$ cat src/drs_pkg.sv
// constants, types and register map of the disk read sequencer
package drs_pkg;

   // clock and timing
   localparam int CLK_MHZ       = 100;
   localparam int SEL_US        = 3;
   localparam int SEL_CYC       = SEL_US * CLK_MHZ + 1;
   localparam int MARK_MS       = 1;
   localparam int MARK_CYC      = MARK_MS * 1000 * CLK_MHZ;
   localparam int HT_UNIT_MS    = 1;
   localparam int HT_UNIT_CYC   = HT_UNIT_MS * 1000 * CLK_MHZ;
   localparam int OVR_FM_LO_US  = 54;
   localparam int OVR_MFM_LO_US = 22;
   localparam int OVR_FM_HI_US  = 27;
   localparam int OVR_MFM_HI_US = 11;
   localparam int OVR_FM_LO_CYC  = OVR_FM_LO_US * CLK_MHZ;
   localparam int OVR_MFM_LO_CYC = OVR_MFM_LO_US * CLK_MHZ;
   localparam int OVR_FM_HI_CYC  = OVR_FM_HI_US * CLK_MHZ;
   localparam int OVR_MFM_HI_CYC = OVR_MFM_HI_US * CLK_MHZ;

   // register byte addresses
   localparam logic [7:0] REG_CTRL   = 8'h00;
   localparam logic [7:0] REG_PARAM  = 8'h04;
   localparam logic [7:0] REG_LIMIT  = 8'h08;
   localparam logic [7:0] REG_STATUS = 8'h0c;
   localparam logic [7:0] REG_DATA   = 8'h10;
   localparam logic [7:0] REG_RESULT = 8'h14;

   // control word bits
   localparam int CTRL_START = 0;
   localparam int CTRL_UNIT  = 1;
   localparam int CTRL_HSEL  = 3;
   localparam int CTRL_MT    = 4;
   localparam int CTRL_SKIP  = 5;
   localparam int CTRL_MFM   = 6;
   localparam int CTRL_PIO   = 7;
   // limit word fields
   localparam int LIM_ESN = 0;
   localparam int LIM_MNL = 8;
   localparam int LIM_HLT = 16;
   localparam int LIM_HUT = 24;

   // sector status bit positions
   localparam int SS0_NOT_READY  = 3;
   localparam int SS0_TERM       = 6;
   localparam logic [1:0] TERM_ABNORMAL = 2'h1;
   localparam int SS1_MARK_MISS  = 0;
   localparam int SS1_ID_MISS    = 2;
   localparam int SS1_OVERRUN    = 4;
   localparam int SS1_CRC        = 5;
   localparam int SS1_NO_END     = 7;
   localparam int SS2_DMARK_MISS = 0;
   localparam int SS2_BAD_CYL    = 1;
   localparam int SS2_CYL_MISM   = 4;
   localparam int SS2_DATA_CRC   = 5;
   localparam int SS2_DELETED    = 6;

   // byte values
   localparam logic [7:0] DATA_MARK    = 8'hfb;
   localparam logic [7:0] DELETED_MARK = 8'hf8;
   localparam logic [7:0] BAD_CYL_VAL  = 8'hff;
   localparam logic [7:0] PARTIAL_LIM  = 8'h80;
   localparam logic [7:0] SECTOR_FIRST = 8'h01;
   localparam logic [7:0] FILLER       = 8'h00;

   typedef struct packed {
      logic [7:0] cyl;
      logic [7:0] head;
      logic [7:0] sec;
      logic [7:0] len;
   } drs_id_t;

   // events from the data separator, same clock
   typedef struct packed {
      logic       id_valid;
      logic       id_crc_ok;
      drs_id_t    id;
      logic       mark_valid;
      logic [7:0] mark;
      logic       nonmark;
      logic       byte_valid;
      logic [7:0] data;
      logic       crc_valid;
      logic       crc_ok;
   } drs_disk_t;

   typedef enum logic [2:0] {
      ST_IDLE, ST_SEL, ST_LOAD, ST_SEARCH, ST_MARK, ST_DATA, ST_RESULT
   } drs_state_t;

endpackage

$ cat src/drs_read_seq.sv
// read data command sequencer with classic wishbone register slave
// Notes on behaviour
// [RULE_01] select unit and head from parameters when execution starts
// [RULE_02] check ready over 3 us after select and during search; else abort
// [RULE_03] load unloaded heads and wait head load time; skip when loaded
// [RULE_04] no address mark by third index pulse: mark missing, abort
// [RULE_05] mark seen but no matching id by third index: id missing, abort
// [RULE_06] differing ids are crc checked
// [RULE_07] cylinder mismatch: id missing plus bad or mismatch cylinder, abort
// [RULE_08] every id crc checked; id crc error sets crc fail, abort
// [RULE_09] data crc error sets data crc and crc fail, abort
// [RULE_10] no data mark within 1 ms or non-mark after zeros: abort
// [RULE_11] fb is data mark, f8 deleted mark which sets deleted flag
// [RULE_12] deleted: skip clear transfers and ends; skip set moves on
// [RULE_13] each byte requested by dma request or interrupt per io select
// [RULE_14] unread byte within time sets overrun, finish crc, abort
// [RULE_15] no transfer end after last byte: next sector number
// [RULE_16] end sector: multitrack on head 0 goes to head 1, else abort; length 0 with count below 80h goes to next sector instead
// [RULE_17] transfer end mid sector stops requests, rest crc checked
// [RULE_18] transfer end on last byte ends without next sector
// [RULE_19] transfer end within window after request blocks next byte
// [RULE_20] heads stay loaded for unload time; same cylinder skips load
// [RULE_21] length 0 and count below 80h: send count bytes per sector
// [RULE_22] result on transfer end below end sector: sector plus one
// [RULE_23] result at end sector with multitrack: head flip, sector 1
// [RULE_24] final result read loads filler, sets request, clears busy
`timescale 1ns/100ps
`default_nettype none

module drs_read_seq
   import drs_pkg::*;
#(
   parameter int MARK_WAIT_CYC = drs_pkg::MARK_CYC,
   parameter int HT_UNIT       = drs_pkg::HT_UNIT_CYC,
   parameter int OVR_LONG_CYC  = drs_pkg::OVR_FM_LO_CYC
) (
   input  wire logic              i_ref_clk,
   input  wire logic              i_reset,
   input  wire logic              i_wb_cyc,
   input  wire logic              i_wb_stb,
   input  wire logic              i_wb_we,
   input  wire logic [7:0]        i_wb_adr,
   input  wire logic [31:0]       i_wb_dat,
   input  wire logic [3:0]        i_wb_sel,
   output logic      [31:0]       o_wb_dat,
   output logic                   o_wb_ack,
   input  wire drs_pkg::drs_disk_t i_disk,
   input  wire logic              i_index,
   input  wire logic              i_ready,
   input  wire logic              i_drive_size,
   input  wire logic              i_transfer_end,
   output logic      [1:0]        o_unit,
   output logic                   o_head_sel,
   output logic                   o_head_load,
   output logic                   o_dma_req,
   output logic                   o_irq
);
   import drs_pkg::*;

   typedef struct packed {
      drs_state_t  state;
      logic        ack;
      logic [31:0] rdat;
      logic [1:0]  unit;
      logic        hsel;
      logic        mt;
      logic        skip;
      logic        mfm;
      logic        pio;
      drs_id_t     prm;
      drs_id_t     cur;
      drs_id_t     res;
      logic [31:0] lim;
      logic [7:0]  ss0;
      logic [7:0]  ss1;
      logic [7:0]  ss2;
      logic        busy;
      logic        transfer_request_bit;
      logic        dir;
      logic        irq;
      logic        dma_request_output;
      logic [7:0]  dreg;
      logic [16:0] tmr;
      logic [7:0]  hcnt;
      logic [1:0]  idx_cnt;
      logic        seen_am;
      logic        deleted;
      logic        stop;
      logic        ovr;
      logic        pend;
      logic [12:0] otmr;
      logic [14:0] bidx;
      logic        ld;
      logic [1:0]  ld_unit;
      logic [7:0]  ld_cyl;
      logic [1:0]  idx_s;
      logic        idx_q;
      logic [1:0]  rdy_s;
      logic [1:0]  ds_s;
      logic [1:0]  end_s;
   } drs_regs_t;

   drs_regs_t r;
   drs_regs_t next_r;

   logic        bus;
   logic        wr;
   logic        rd;
   logic        idx_rise;
   logic        fin;
   logic        abn;
   logic        skipdel;
   logic [14:0] xlen;
   logic [12:0] olim;
   logic [7:0]  end_sector_number;

   // byte-lane merge for wishbone writes
   function automatic logic [31:0] drs_merge(input logic [31:0] old,
                                             input logic [31:0] d,
                                             input logic [3:0]  s);
      logic [31:0] m;
      m = old;
      for (int b = 0; b < 4; b++) begin
         if (s[b]) begin
            m[8*b +: 8] = d[8*b +: 8];
         end
      end
      return m;
   endfunction

   // next-state logic for the whole block
   always_comb begin
      next_r   = r;
      bus      = i_wb_cyc & i_wb_stb & ~r.ack;
      wr       = bus & i_wb_we;
      rd       = bus & ~i_wb_we;
      fin      = 1'b0;
      abn      = 1'b0;
      end_sector_number      = r.lim[LIM_ESN +: 8];
      skipdel  = r.deleted & r.skip;
      idx_rise = r.idx_s[1] & ~r.idx_q;
      // partial sector length, else full record length
      if (r.cur.len == 8'h00 && r.lim[LIM_MNL +: 8] < PARTIAL_LIM) begin
         xlen = {7'h00, r.lim[LIM_MNL +: 8]}; // RULE_21
      end else begin
         xlen = 15'(16'h0080 << r.cur.len[2:0]);
      end
      // overrun limit depends on drive size and recording mode
      case ({r.ds_s[1], r.mfm})
         2'b00:   olim = 13'(OVR_LONG_CYC);
         2'b01:   olim = 13'(OVR_MFM_LO_CYC);
         2'b10:   olim = 13'(OVR_FM_HI_CYC);
         default: olim = 13'(OVR_MFM_HI_CYC);
      endcase

      // pin synchronisers; the first stage feeds only the second
      next_r.idx_s = {r.idx_s[0], i_index};
      next_r.idx_q = r.idx_s[1];
      next_r.rdy_s = {r.rdy_s[0], i_ready};
      next_r.ds_s  = {r.ds_s[0], i_drive_size};
      next_r.end_s = {r.end_s[0], i_transfer_end};

      // wishbone: one wait state, every address answered
      next_r.ack = bus;
      if (rd) begin
         case (i_wb_adr)
            REG_CTRL:   next_r.rdat = {24'h0, r.pio, r.mfm, r.skip, r.mt,
                                       r.hsel, r.unit, 1'b0};
            REG_PARAM:  next_r.rdat = r.prm;
            REG_LIMIT:  next_r.rdat = r.lim;
            REG_STATUS: next_r.rdat = {5'h00, r.dir, r.transfer_request_bit, r.busy,
                                       r.ss2, r.ss1, r.ss0};
            REG_DATA:   next_r.rdat = {24'h0, r.dreg};
            REG_RESULT: next_r.rdat = r.res;
            default:    next_r.rdat = 32'h0;
         endcase
      end
      if (wr && !r.busy) begin
         if (i_wb_adr == REG_PARAM) begin
            next_r.prm = drs_id_t'(drs_merge(r.prm, i_wb_dat, i_wb_sel));
         end
         if (i_wb_adr == REG_LIMIT) begin
            next_r.lim = drs_merge(r.lim, i_wb_dat, i_wb_sel);
         end
      end

      case (r.state)
         ST_IDLE, ST_RESULT: begin
            // head unload countdown runs between commands
            if (r.ld) begin
               next_r.tmr = r.tmr + 17'h1;
               if (r.tmr == 17'(HT_UNIT - 1)) begin
                  next_r.tmr = 17'h0;
                  if (r.hcnt == 8'h00) begin
                     next_r.ld = 1'b0; // RULE_20
                  end else begin
                     next_r.hcnt = r.hcnt - 8'h1;
                  end
               end
            end
            if (r.state == ST_RESULT && rd && i_wb_adr == REG_RESULT) begin
               next_r.dreg  = FILLER; // RULE_24
               next_r.transfer_request_bit   = 1'b1;
               next_r.dir   = 1'b0;
               next_r.busy  = 1'b0;
               next_r.irq   = 1'b0;
               next_r.state = ST_IDLE;
            end
            if (r.state == ST_IDLE && wr && i_wb_adr == REG_CTRL &&
                i_wb_sel[0] && i_wb_dat[CTRL_START]) begin
               next_r.unit    = i_wb_dat[CTRL_UNIT +: 2]; // RULE_01
               next_r.hsel    = i_wb_dat[CTRL_HSEL];
               next_r.mt      = i_wb_dat[CTRL_MT];
               next_r.skip    = i_wb_dat[CTRL_SKIP];
               next_r.mfm     = i_wb_dat[CTRL_MFM];
               next_r.pio     = i_wb_dat[CTRL_PIO];
               next_r.cur     = r.prm;
               next_r.res     = r.prm;
               next_r.ss0     = 8'h00;
               next_r.ss1     = 8'h00;
               next_r.ss2     = 8'h00;
               next_r.busy    = 1'b1;
               next_r.transfer_request_bit     = 1'b0;
               next_r.dir     = 1'b0;
               next_r.stop    = 1'b0;
               next_r.ovr     = 1'b0;
               next_r.tmr     = 17'h0;
               next_r.state   = ST_SEL;
            end
         end
         ST_SEL: begin
            // ready only trusted once the select has settled
            next_r.tmr = r.tmr + 17'h1;
            if (r.tmr == 17'(SEL_CYC - 1)) begin
               next_r.tmr = 17'h0;
               if (!r.rdy_s[1]) begin
                  next_r.ss0[SS0_NOT_READY] = 1'b1; // RULE_02
                  fin = 1'b1;
                  abn = 1'b1;
               end else if (r.ld && r.ld_unit == r.unit &&
                            r.ld_cyl == r.cur.cyl) begin
                  next_r.state = ST_SEARCH; // RULE_20
               end else begin
                  next_r.ld      = 1'b1; // RULE_03
                  next_r.ld_unit = r.unit;
                  next_r.ld_cyl  = r.cur.cyl;
                  next_r.hcnt    = r.lim[LIM_HLT +: 8];
                  next_r.state   = ST_LOAD;
               end
               next_r.idx_cnt = 2'h0;
               next_r.seen_am = 1'b0;
            end
         end
         ST_LOAD: begin
            if (r.hcnt == 8'h00) begin
               next_r.tmr   = 17'h0;
               next_r.state = ST_SEARCH; // RULE_03
            end else begin
               next_r.tmr = r.tmr + 17'h1;
               if (r.tmr == 17'(HT_UNIT - 1)) begin
                  next_r.tmr  = 17'h0;
                  next_r.hcnt = r.hcnt - 8'h1;
               end
            end
         end
         ST_SEARCH: begin
            if (!r.rdy_s[1]) begin
               next_r.ss0[SS0_NOT_READY] = 1'b1; // RULE_02
               fin = 1'b1;
               abn = 1'b1;
            end else if (i_disk.id_valid) begin
               next_r.seen_am = 1'b1;
               if (!i_disk.id_crc_ok) begin
                  next_r.ss1[SS1_CRC] = 1'b1; // RULE_06 RULE_08
                  fin = 1'b1;
                  abn = 1'b1;
               end else if (i_disk.id.cyl != r.cur.cyl) begin
                  next_r.ss1[SS1_ID_MISS] = 1'b1; // RULE_07
                  if (r.cur.cyl == BAD_CYL_VAL) begin
                     next_r.ss2[SS2_BAD_CYL] = 1'b1;
                  end else begin
                     next_r.ss2[SS2_CYL_MISM] = 1'b1;
                  end
                  fin = 1'b1;
                  abn = 1'b1;
               end else if (i_disk.id == r.cur) begin
                  next_r.tmr   = 17'h0;
                  next_r.state = ST_MARK;
               end
            end else if (idx_rise) begin
               next_r.idx_cnt = r.idx_cnt + 2'h1;
               if (r.idx_cnt == 2'h2) begin
                  if (r.seen_am) begin
                     next_r.ss1[SS1_ID_MISS] = 1'b1; // RULE_05
                  end else begin
                     next_r.ss1[SS1_MARK_MISS] = 1'b1; // RULE_04
                  end
                  fin = 1'b1;
                  abn = 1'b1;
               end
            end
         end
         ST_MARK: begin
            next_r.tmr = r.tmr + 17'h1;
            next_r.bidx = 15'h0;
            if (i_disk.mark_valid && i_disk.mark == DATA_MARK) begin
               next_r.deleted = 1'b0; // RULE_11
               next_r.state   = ST_DATA;
            end else if (i_disk.mark_valid &&
                         i_disk.mark == DELETED_MARK) begin
               next_r.ss2[SS2_DELETED] = 1'b1; // RULE_11
               next_r.deleted = 1'b1;
               next_r.state   = ST_DATA;
            end else if (i_disk.mark_valid || i_disk.nonmark ||
                         r.tmr == 17'(MARK_WAIT_CYC - 1)) begin
               next_r.ss2[SS2_DMARK_MISS] = 1'b1; // RULE_10
               next_r.ss1[SS1_MARK_MISS]  = 1'b1;
               fin = 1'b1;
               abn = 1'b1;
            end
         end
         ST_DATA: begin
            // host read of the data register retires the request
            if (rd && i_wb_adr == REG_DATA) begin
               next_r.pend = 1'b0;
            end
            if (r.end_s[1] && !r.stop) begin
               next_r.stop = 1'b1; // RULE_17 RULE_19
               next_r.pend = 1'b0;
            end
            // overrun: keep reading so the crc still gets checked
            if (r.pend) begin
               next_r.otmr = r.otmr + 13'h1;
               if (r.otmr == olim - 13'h1) begin
                  next_r.ovr  = 1'b1; // RULE_14
                  next_r.ss1[SS1_OVERRUN] = 1'b1;
                  next_r.pend = 1'b0;
               end
            end
            if (i_disk.byte_valid && !skipdel) begin
               next_r.bidx = r.bidx + 15'h1;
               if (r.bidx < xlen && !next_r.stop && !next_r.ovr) begin
                  next_r.dreg = i_disk.data; // RULE_13
                  next_r.pend = 1'b1;
                  next_r.otmr = 13'h0;
               end
            end
            if (i_disk.crc_valid) begin
               next_r.pend    = 1'b0;
               next_r.tmr     = 17'h0;
               next_r.idx_cnt = 2'h0;
               next_r.seen_am = 1'b0;
               if (!skipdel && !i_disk.crc_ok) begin
                  next_r.ss2[SS2_DATA_CRC] = 1'b1; // RULE_09
                  next_r.ss1[SS1_CRC]      = 1'b1;
                  fin = 1'b1;
                  abn = 1'b1;
               end else if (r.ovr) begin
                  fin = 1'b1; // RULE_14
                  abn = 1'b1;
               end else if (next_r.stop) begin
                  fin = 1'b1; // RULE_17 RULE_18
                  next_r.res.len = r.cur.len;
                  if (r.cur.sec < end_sector_number) begin
                     next_r.res.cyl  = r.cur.cyl; // RULE_22
                     next_r.res.head = r.cur.head;
                     next_r.res.sec  = r.cur.sec + 8'h1;
                  end else if (!r.mt) begin
                     next_r.res.cyl  = r.cur.cyl + 8'h1; // RULE_22
                     next_r.res.head = r.cur.head;
                     next_r.res.sec  = SECTOR_FIRST;
                  end else begin
                     next_r.res.sec = SECTOR_FIRST; // RULE_23
                     if (r.cur.head == 8'h00) begin
                        next_r.res.cyl  = r.cur.cyl;
                        next_r.res.head = 8'h01;
                     end else begin
                        next_r.res.cyl  = r.cur.cyl + 8'h1;
                        next_r.res.head = 8'h00;
                     end
                  end
               end else if (r.deleted && !r.skip) begin
                  fin = 1'b1; // RULE_12
               end else if (r.cur.sec == end_sector_number && xlen != 15'h0 &&
                            !(r.cur.len == 8'h00 &&
                              r.lim[LIM_MNL +: 8] < PARTIAL_LIM)) begin
                  if (r.mt && r.cur.head == 8'h00) begin
                     next_r.cur.sec  = SECTOR_FIRST; // RULE_16
                     next_r.cur.head = 8'h01;
                     next_r.hsel     = 1'b1;
                     next_r.state    = ST_SEARCH;
                  end else begin
                     next_r.ss1[SS1_NO_END] = 1'b1; // RULE_16
                     fin = 1'b1;
                     abn = 1'b1;
                  end
               end else begin
                  next_r.cur.sec = r.cur.sec + 8'h1; // RULE_15 RULE_12
                  next_r.state   = ST_SEARCH;
               end
            end
            next_r.transfer_request_bit  = next_r.pend;
            next_r.dir  = 1'b1;
            next_r.dma_request_output = next_r.pend & ~r.pio; // RULE_13
            next_r.irq  = next_r.pend & r.pio;
         end
         default: begin
            next_r.state = ST_IDLE;
         end
      endcase

      // command end: hand over to result phase and start unload timer
      if (fin) begin
         if (abn) begin
            next_r.ss0[SS0_TERM +: 2] = TERM_ABNORMAL;
            next_r.res = r.cur;
         end else if (!next_r.stop) begin
            next_r.res = r.cur;
         end
         next_r.pend  = 1'b0;
         next_r.dma_request_output  = 1'b0;
         next_r.transfer_request_bit   = 1'b1;
         next_r.dir   = 1'b1;
         next_r.irq   = 1'b1;
         next_r.tmr   = 17'h0;
         next_r.hcnt  = r.lim[LIM_HUT +: 8]; // RULE_20
         next_r.state = ST_RESULT;
      end
   end

   // single state register, synchronous reset
   always_ff @(posedge i_ref_clk) begin
      if (i_reset) begin
         r <= '{state: ST_IDLE, default: '0};
      end else begin
         r <= next_r;
      end
   end

   assign o_wb_dat    = r.rdat;
   assign o_wb_ack    = r.ack;
   assign o_unit      = r.unit;
   assign o_head_sel  = r.hsel;
   assign o_head_load = r.ld;
   assign o_dma_req   = r.dma_request_output;
   assign o_irq       = r.irq;

endmodule

`default_nettype wire

$ cat config.mk
export PLATFORM = sky130hd
export DESIGN_NAME = drs_read_seq
export DESIGN_NICKNAME = d
export VERILOG_FILES = /design/src/drs_pkg.sv /design/src/drs_read_seq.sv
export SDC_FILE = /design/constraint.sdc
export NUM_CORES = 1
export LEC_CHECK = 0
export BUFFER_PORTS_ARGS = -buffer_cell sky130_fd_sc_hd__clkbuf_2
export CORE_AREA = 2 2 158 160
export DETAILED_ROUTE_END_ITERATION = 16
export DIE_AREA = 0 0 160 162
export PLACE_DENSITY = 0.8
export SLEW_MARGIN = 30
export SYNTH_ARGS = -nofsm -noshare
export SYNTH_HDL_FRONTEND = slang
export SYNTH_SLANG_ARGS = --single-unit
export TNS_END_PERCENT = 20
$ cat constraint.sdc
create_clock -name i_ref_clk -period 5.95 [get_ports i_ref_clk]
set_input_delay 0.2975 -clock i_ref_clk [delete_from_list [all_inputs] [get_ports i_ref_clk]]
set_output_delay 0.2975 -clock i_ref_clk [all_outputs]
set_load 0.02 [all_outputs]
**After elaboration in Yosys (flattened, before gate mapping)**

Index checks and enable logic that the tools add are counted.

- Register bits after elaboration: 277
- Logic and storage cells: 465

- Add/sub/neg operators: 8
- Bitwise gates (word level): 13
- Shift-type cells: 1
- Reduce and logical (&&, ||, !) cells: 92
- Equality and inequality tests: 93
- Multiplexer cells: 193
- Order comparisons: 3

Operators with widths:

| cell | number |
|---|---|
| 32-bit two-way mux | 7 |
| 32-bit case mux with 6 select lines | 1 |
| 17-bit two-way mux | 8 |
| 16-bit two-way mux | 7 |
| 17-bit case mux with 6 select lines | 1 |
| 3-bit != test, second input constant | 29 |
| 1-bit two-way mux | 86 |
| 8-bit two-way mux | 10 |
| 25-bit two-way mux | 3 |
| 2-bit != test, second input constant | 36 |
| 3-bit two-way mux | 22 |
| 32-bit case mux with 2 select lines | 1 |
| 56-bit two-way mux | 1 |
| 24-bit two-way mux | 2 |
| 15-bit two-way mux | 3 |
| 13-bit case mux with 3 select lines | 1 |
| 11-bit two-way mux | 3 |
| 32-bit == test | 1 |
| 8-bit zero test | 4 |
| 16-bit case mux with 2 select lines | 1 |
| 16-bit AND reduction | 2 |
| 15-bit case mux with 2 select lines | 1 |
| 29-bit two-way mux | 1 |
| 28-bit two-way mux | 1 |
| other kinds (63) | 171 |

**Depth between registers and ports, before layout**

- Word-level depth: 18
- Depth in mapped cells: 14
- Depth with buffers taken out: 11

**Worst setup path after synthesis**

OpenSTA, ideal clock, no wires.

- Path kind: reg-to-reg
- Start: reg r[188] in the netlist's numbering
- End: reg r (netlist bit o_irq)
- Data required time: 5.875 ns
- Cell stages (with the launch flop): 15
- Arrival time: 3.015 ns
- Library setup time: 0.075 ns
- Setup slack: 2.860 ns
- Cells stage by stage: dfxtp_1 nor4_1 and3_1 clkbuf_1 nand2_1 ha_1 a211oi_1 nand2_1 o2111ai_1 o211ai_1 nor3_1 clkbuf_1 clkbuf_1 a21oi_1 o22ai_1

- Cells in the longest elaborated chain, start to end: 15

RTL lines:

| what | RTL line | source |
|---|---|---|
| from (decl) | drs_read_seq.sv:103 | `drs_regs_t r;` |
| from (signal assigned) | drs_read_seq.sv:436 | `r <= next_r;` |
| 8-bit zero test (*) | drs_read_seq.sv:143, drs_read_seq.sv:385 |  |
| 1-bit logical AND (*) | drs_read_seq.sv:143, drs_read_seq.sv:385 |  |
| parallel branches: the longest is 13 deep, another holds 15-bit less-than comparator | n/a |  |

Mark *: on every way between the ends. The select of a mux whose other input is x is not followed.
A chain may end at the register's enable or synchronous reset.

**Worst setup path after layout**

- Start: reg r[285] in the netlist's numbering
- End: reg r[63] in the netlist's numbering

- Cells in the longest elaborated chain, start to end: 7

RTL lines:

| what | RTL line | source |
|---|---|---|
| 3-bit zero test | drs_read_seq.sv:187, drs_read_seq.sv:209 |  |
| 1-bit logical AND (3 in a row) | drs_read_seq.sv:209 | `if (r.state == ST_IDLE && wr && i_wb_adr == REG_CTRL &&` |
| 1-bit logical AND | drs_read_seq.sv:210 | `i_wb_sel[0] && i_wb_dat[CTRL_START]) begin` |
| 3-bit != test (no line) / 17-bit two-way mux (equally long branches) | n/a |  |
| 8-bit AND reduction (no line) / 17-bit case mux with 6 select lines (equally long branches) | n/a |  |

Several ways; a longest one is shown, not always the timed one.

==> run summary <==
DR vias/cell = 6.36
# DRC = 0
CP endpoint = r[63]
maximum clock rate = 254 MHz
clock latency on the worst-skew pair = 0.56 ns
antenna violations before repair = 0
Avg Inst Size Synth = 7.84 um^2
worst r2r path cells = 7
Reg area = 5550 um^2
Detailed Place HPWL = 32.2 mm
vias in the first global route = 13,500
period utilisation layout = 66.2%
largest area contributor in the netlist = dfxtp_1
WL/cell = 20.4 um
min-delay src = i_wb_dat[2]
Core Footprint = 24,100 um^2
antenna-violating nets left = 0
clk slew on worst S/H paths = 0.06 ns
CP max stage cell = a221oi_2
num ports = 147
synth cell count leaders = nand2_1 (278), dfxtp_1 (277), a21oi_1 (200), nor2_1 (164), clkbuf_1 (103)
FF-to-FF Start = r[285]
Mapped Area = 14,400 um^2
Worst R2R End = r[63]
Die Width = 160 um
pins over their slew limit = 0
Root Buffer = clkbuf_16
CTS tree = yes
Worst path top cell family by delay = simple AND/OR/NAND/NOR gates
P_leak = 6.04 nW
First-pass DRT Iterations = 7
antenna cells = 0
TNS Setup = 0 ns
worst path cell trace = or3_1, or3_1, or2_4, a221oi_2, nand2_1, o211ai_2, nor2_1
# rows = 57
status = completed
EDFF count, synth = 0
# Max-Cap Violations = 0
grt ovf = 0
FFs w/ async S/R, synth = 0%
final WL = 45.9 mm
global-route wire length before repair = 72.1 mm
Fin. Hold Viols = 0
maximum VDD drop = 239 uV
CP Capture Type = register
htree depth = 1
synthesized instance count = 1,833
Setup Fix Bufs, Post-CTS = 0
crit path launch type = register
Bufs and invs on worst path = 0
Layout area overhead = 13.4%
most used cell, CP = or3_1
largest net degree at the start of global routing = 105
area of the multi-input gates = 8010 um^2
max_slew headroom = 33.9%
reg2reg setup slack = 2.01 ns
Synth area leaders = dfxtp_1 (39%), nand2_1 (7.3%), a21oi_1 (7.0%)
Ys Warns = 0
Initial Util = 59.6%
Placer Congestion = 0.979
Main synth FF type = dfxtp_1
total track usage = 34.4%
Tmin final = 3.94 ns
clock sinks = 277
final setup violation count = 0
hold_ws = 0.00442 ns
crit-path max FO = 22
share of cells above drive strength 1 = 12.9%
synth unique cells = 71
actual slew at the worst max-slew pin = 0.979 ns
Yosys top cell area share = 38.6%
Die Y = 162 um
PortBufs = 146
RSZ-0062 raised after global routing = false
clock buffer count from CTS = 29
Worst EP arrival = 4.36 ns
Longest Clk Path Bufs = 3
fill count = 2,042
CP startpoint = r[285]
register area share after synthesis = 38.6%
worst hold-check path type = in -> reg
Crit path largest cell delay = 0.76 ns
required time worst endpoint = 6.37 ns
CP Class = reg -> reg
DR iter-0 viols = 2,020
NumNets Final = 2,049
Die ar. = 25,900 um^2
Syn Nets = 1,976
number of synthesized register bits = 277
final worst clock skew = 0.0121 ns
most frequent cell after synthesis = nand2_1
via count = 14,300
critical path depth = 7
pwr dens = 272 nW/um^2
final core utilization = 67.6%
[sequential cells by signal, summed over array words and instances (netlist names)]
name,cells
o_head_load,1
end_sector_number,8
o_irq,1
o_dma_req,1
r,225
o_head_sel,1
next_r,5
o_wb_ack,1
o_unit,2
o_wb_dat,32
[report_power, final]
group / internal, mW / switching [mW]
Sequential: 1.90 / 0.0716
Clock: 1.11 / 0.774
Combinational: 0.196 / 0.389
Total: 3.20 / 1.24
[worst min-delay path by stage]
stage,to,cells after the start
floorplan,next_r[6],1
global placement,next_r[6],1
detailed placement,r[5],1
CTS,r[215],3
global route,r[215],3
finish,r[215],3
[cell families (layout without fill, tap and decap cells)]
logic type                 Yosys count  count (layout)  synth area share (%)
AOI/OAI and AO/OA                  444             444                  18.9
xor gates and xnor gates            74              74                  4.51
adders and majority gates           35              35                  3.05
buffers and inverters              195             288                  6.07
DFF                                277             277                  38.6
muxes                               54              54                  3.81
and+or+nand+nor                    754             754                  25.0
[metrics by stage]
step | instance area (um^2) | total power [mW] | cells | setup slack [ns]
4_1_cts | 16300 | 4.42 | 2250 | 1.96
5_1_grt | 16300 | 4.56 | 2250 | 1.74
6_report | 16300 | 4.44 | 2250 | 2.01
2_1_floorplan | 14400 | 2.37 | 1833 | 2.86
3_5_place_dp | 14900 | 2.55 | 2165 | 1.77
3_3_place_gp | 14900 | 2.54 | 2165 | 1.91
[cell usage in the layout (no fill, tap or decap), types with 6 or more instances in the layout]
cell | Yosys | final
nor3_1 | 28 | 25
nand4b_1 | 7 | 7
a22oi_1 | 28 | 28
and3_1 | 35 | 35
nand2b_1 | 8 | 8
clkbuf_2 | 0 | 144
xor2_1 | 42 | 42
o21ai_1 | 10 | 10
o22ai_1 | 32 | 32
nand4_1 | 32 | 32
or3_1 | 6 | 6
xnor2_1 | 32 | 32
a311oi_1 | 6 | 6
clkbuf_16 | 0 | 29
o211ai_1 | 8 | 8
nor4_1 | 16 | 16
nand3_1 | 85 | 85
or2_2 | 10 | 10
clkinv_2 | 0 | 10
nand2_1 | 278 | 278
a21boi_0 | 13 | 13
nor2_1 | 164 | 160
dlygate4sd3_1 | 0 | 34
or4_1 | 11 | 11
o31ai_1 | 8 | 8
inv_1 | 43 | 43
a221oi_1 | 7 | 7
a31oi_1 | 17 | 17
a211oi_1 | 8 | 8
and2_1 | 10 | 10
buf_4 | 35 | 13
ha_1 | 35 | 35
dfxtp_1 | 277 | 277
nor2b_1 | 18 | 18
mux2i_1 | 49 | 49
a222oi_1 | 11 | 11
a21oi_1 | 200 | 200
nand3b_1 | 16 | 16
o21ai_0 | 54 | 53
[layout make-up]
cell class / instances / area share (%)
Clock buffer: 33 / 4.79
Sequential cell: 277 / 34.1
Timing Repair Buffer: 194 / 7.28
Clock inverter: 18 / 1.23
Multi-Input combinational cell: 1361 / 49.2
Inverter: 43 / 0.991
Tap cell: 324 / 2.49
[metal layers]
metal | GRT usage, % | up-vias | share of wire (%)
met1 | 42.7 | 6660 | 38
met4 | 19.8 | 0 | 6.8
met2 | 56.7 | 838 | 46
met5 | 0 | - | 0
li1 | - | 6618 | -
met3 | 6.08 | 196 | 9.4
[worst register-to-register path: stages, from the launching register on]
cell      delay (ns)
dfxtp_1         0.52
or3_1           0.51
or3_1           0.40
or2_4           0.38
a221oi_2        0.77
nand2_1         0.47
o211ai_2        0.64
nor2_1          0.11
[timing repair]
action,4_1_cts,5_1_grt
hold endpoints to repair,45,0
hold buffers,34,0
gates resized for setup,0,0
(Power assumes the default switching activity.)
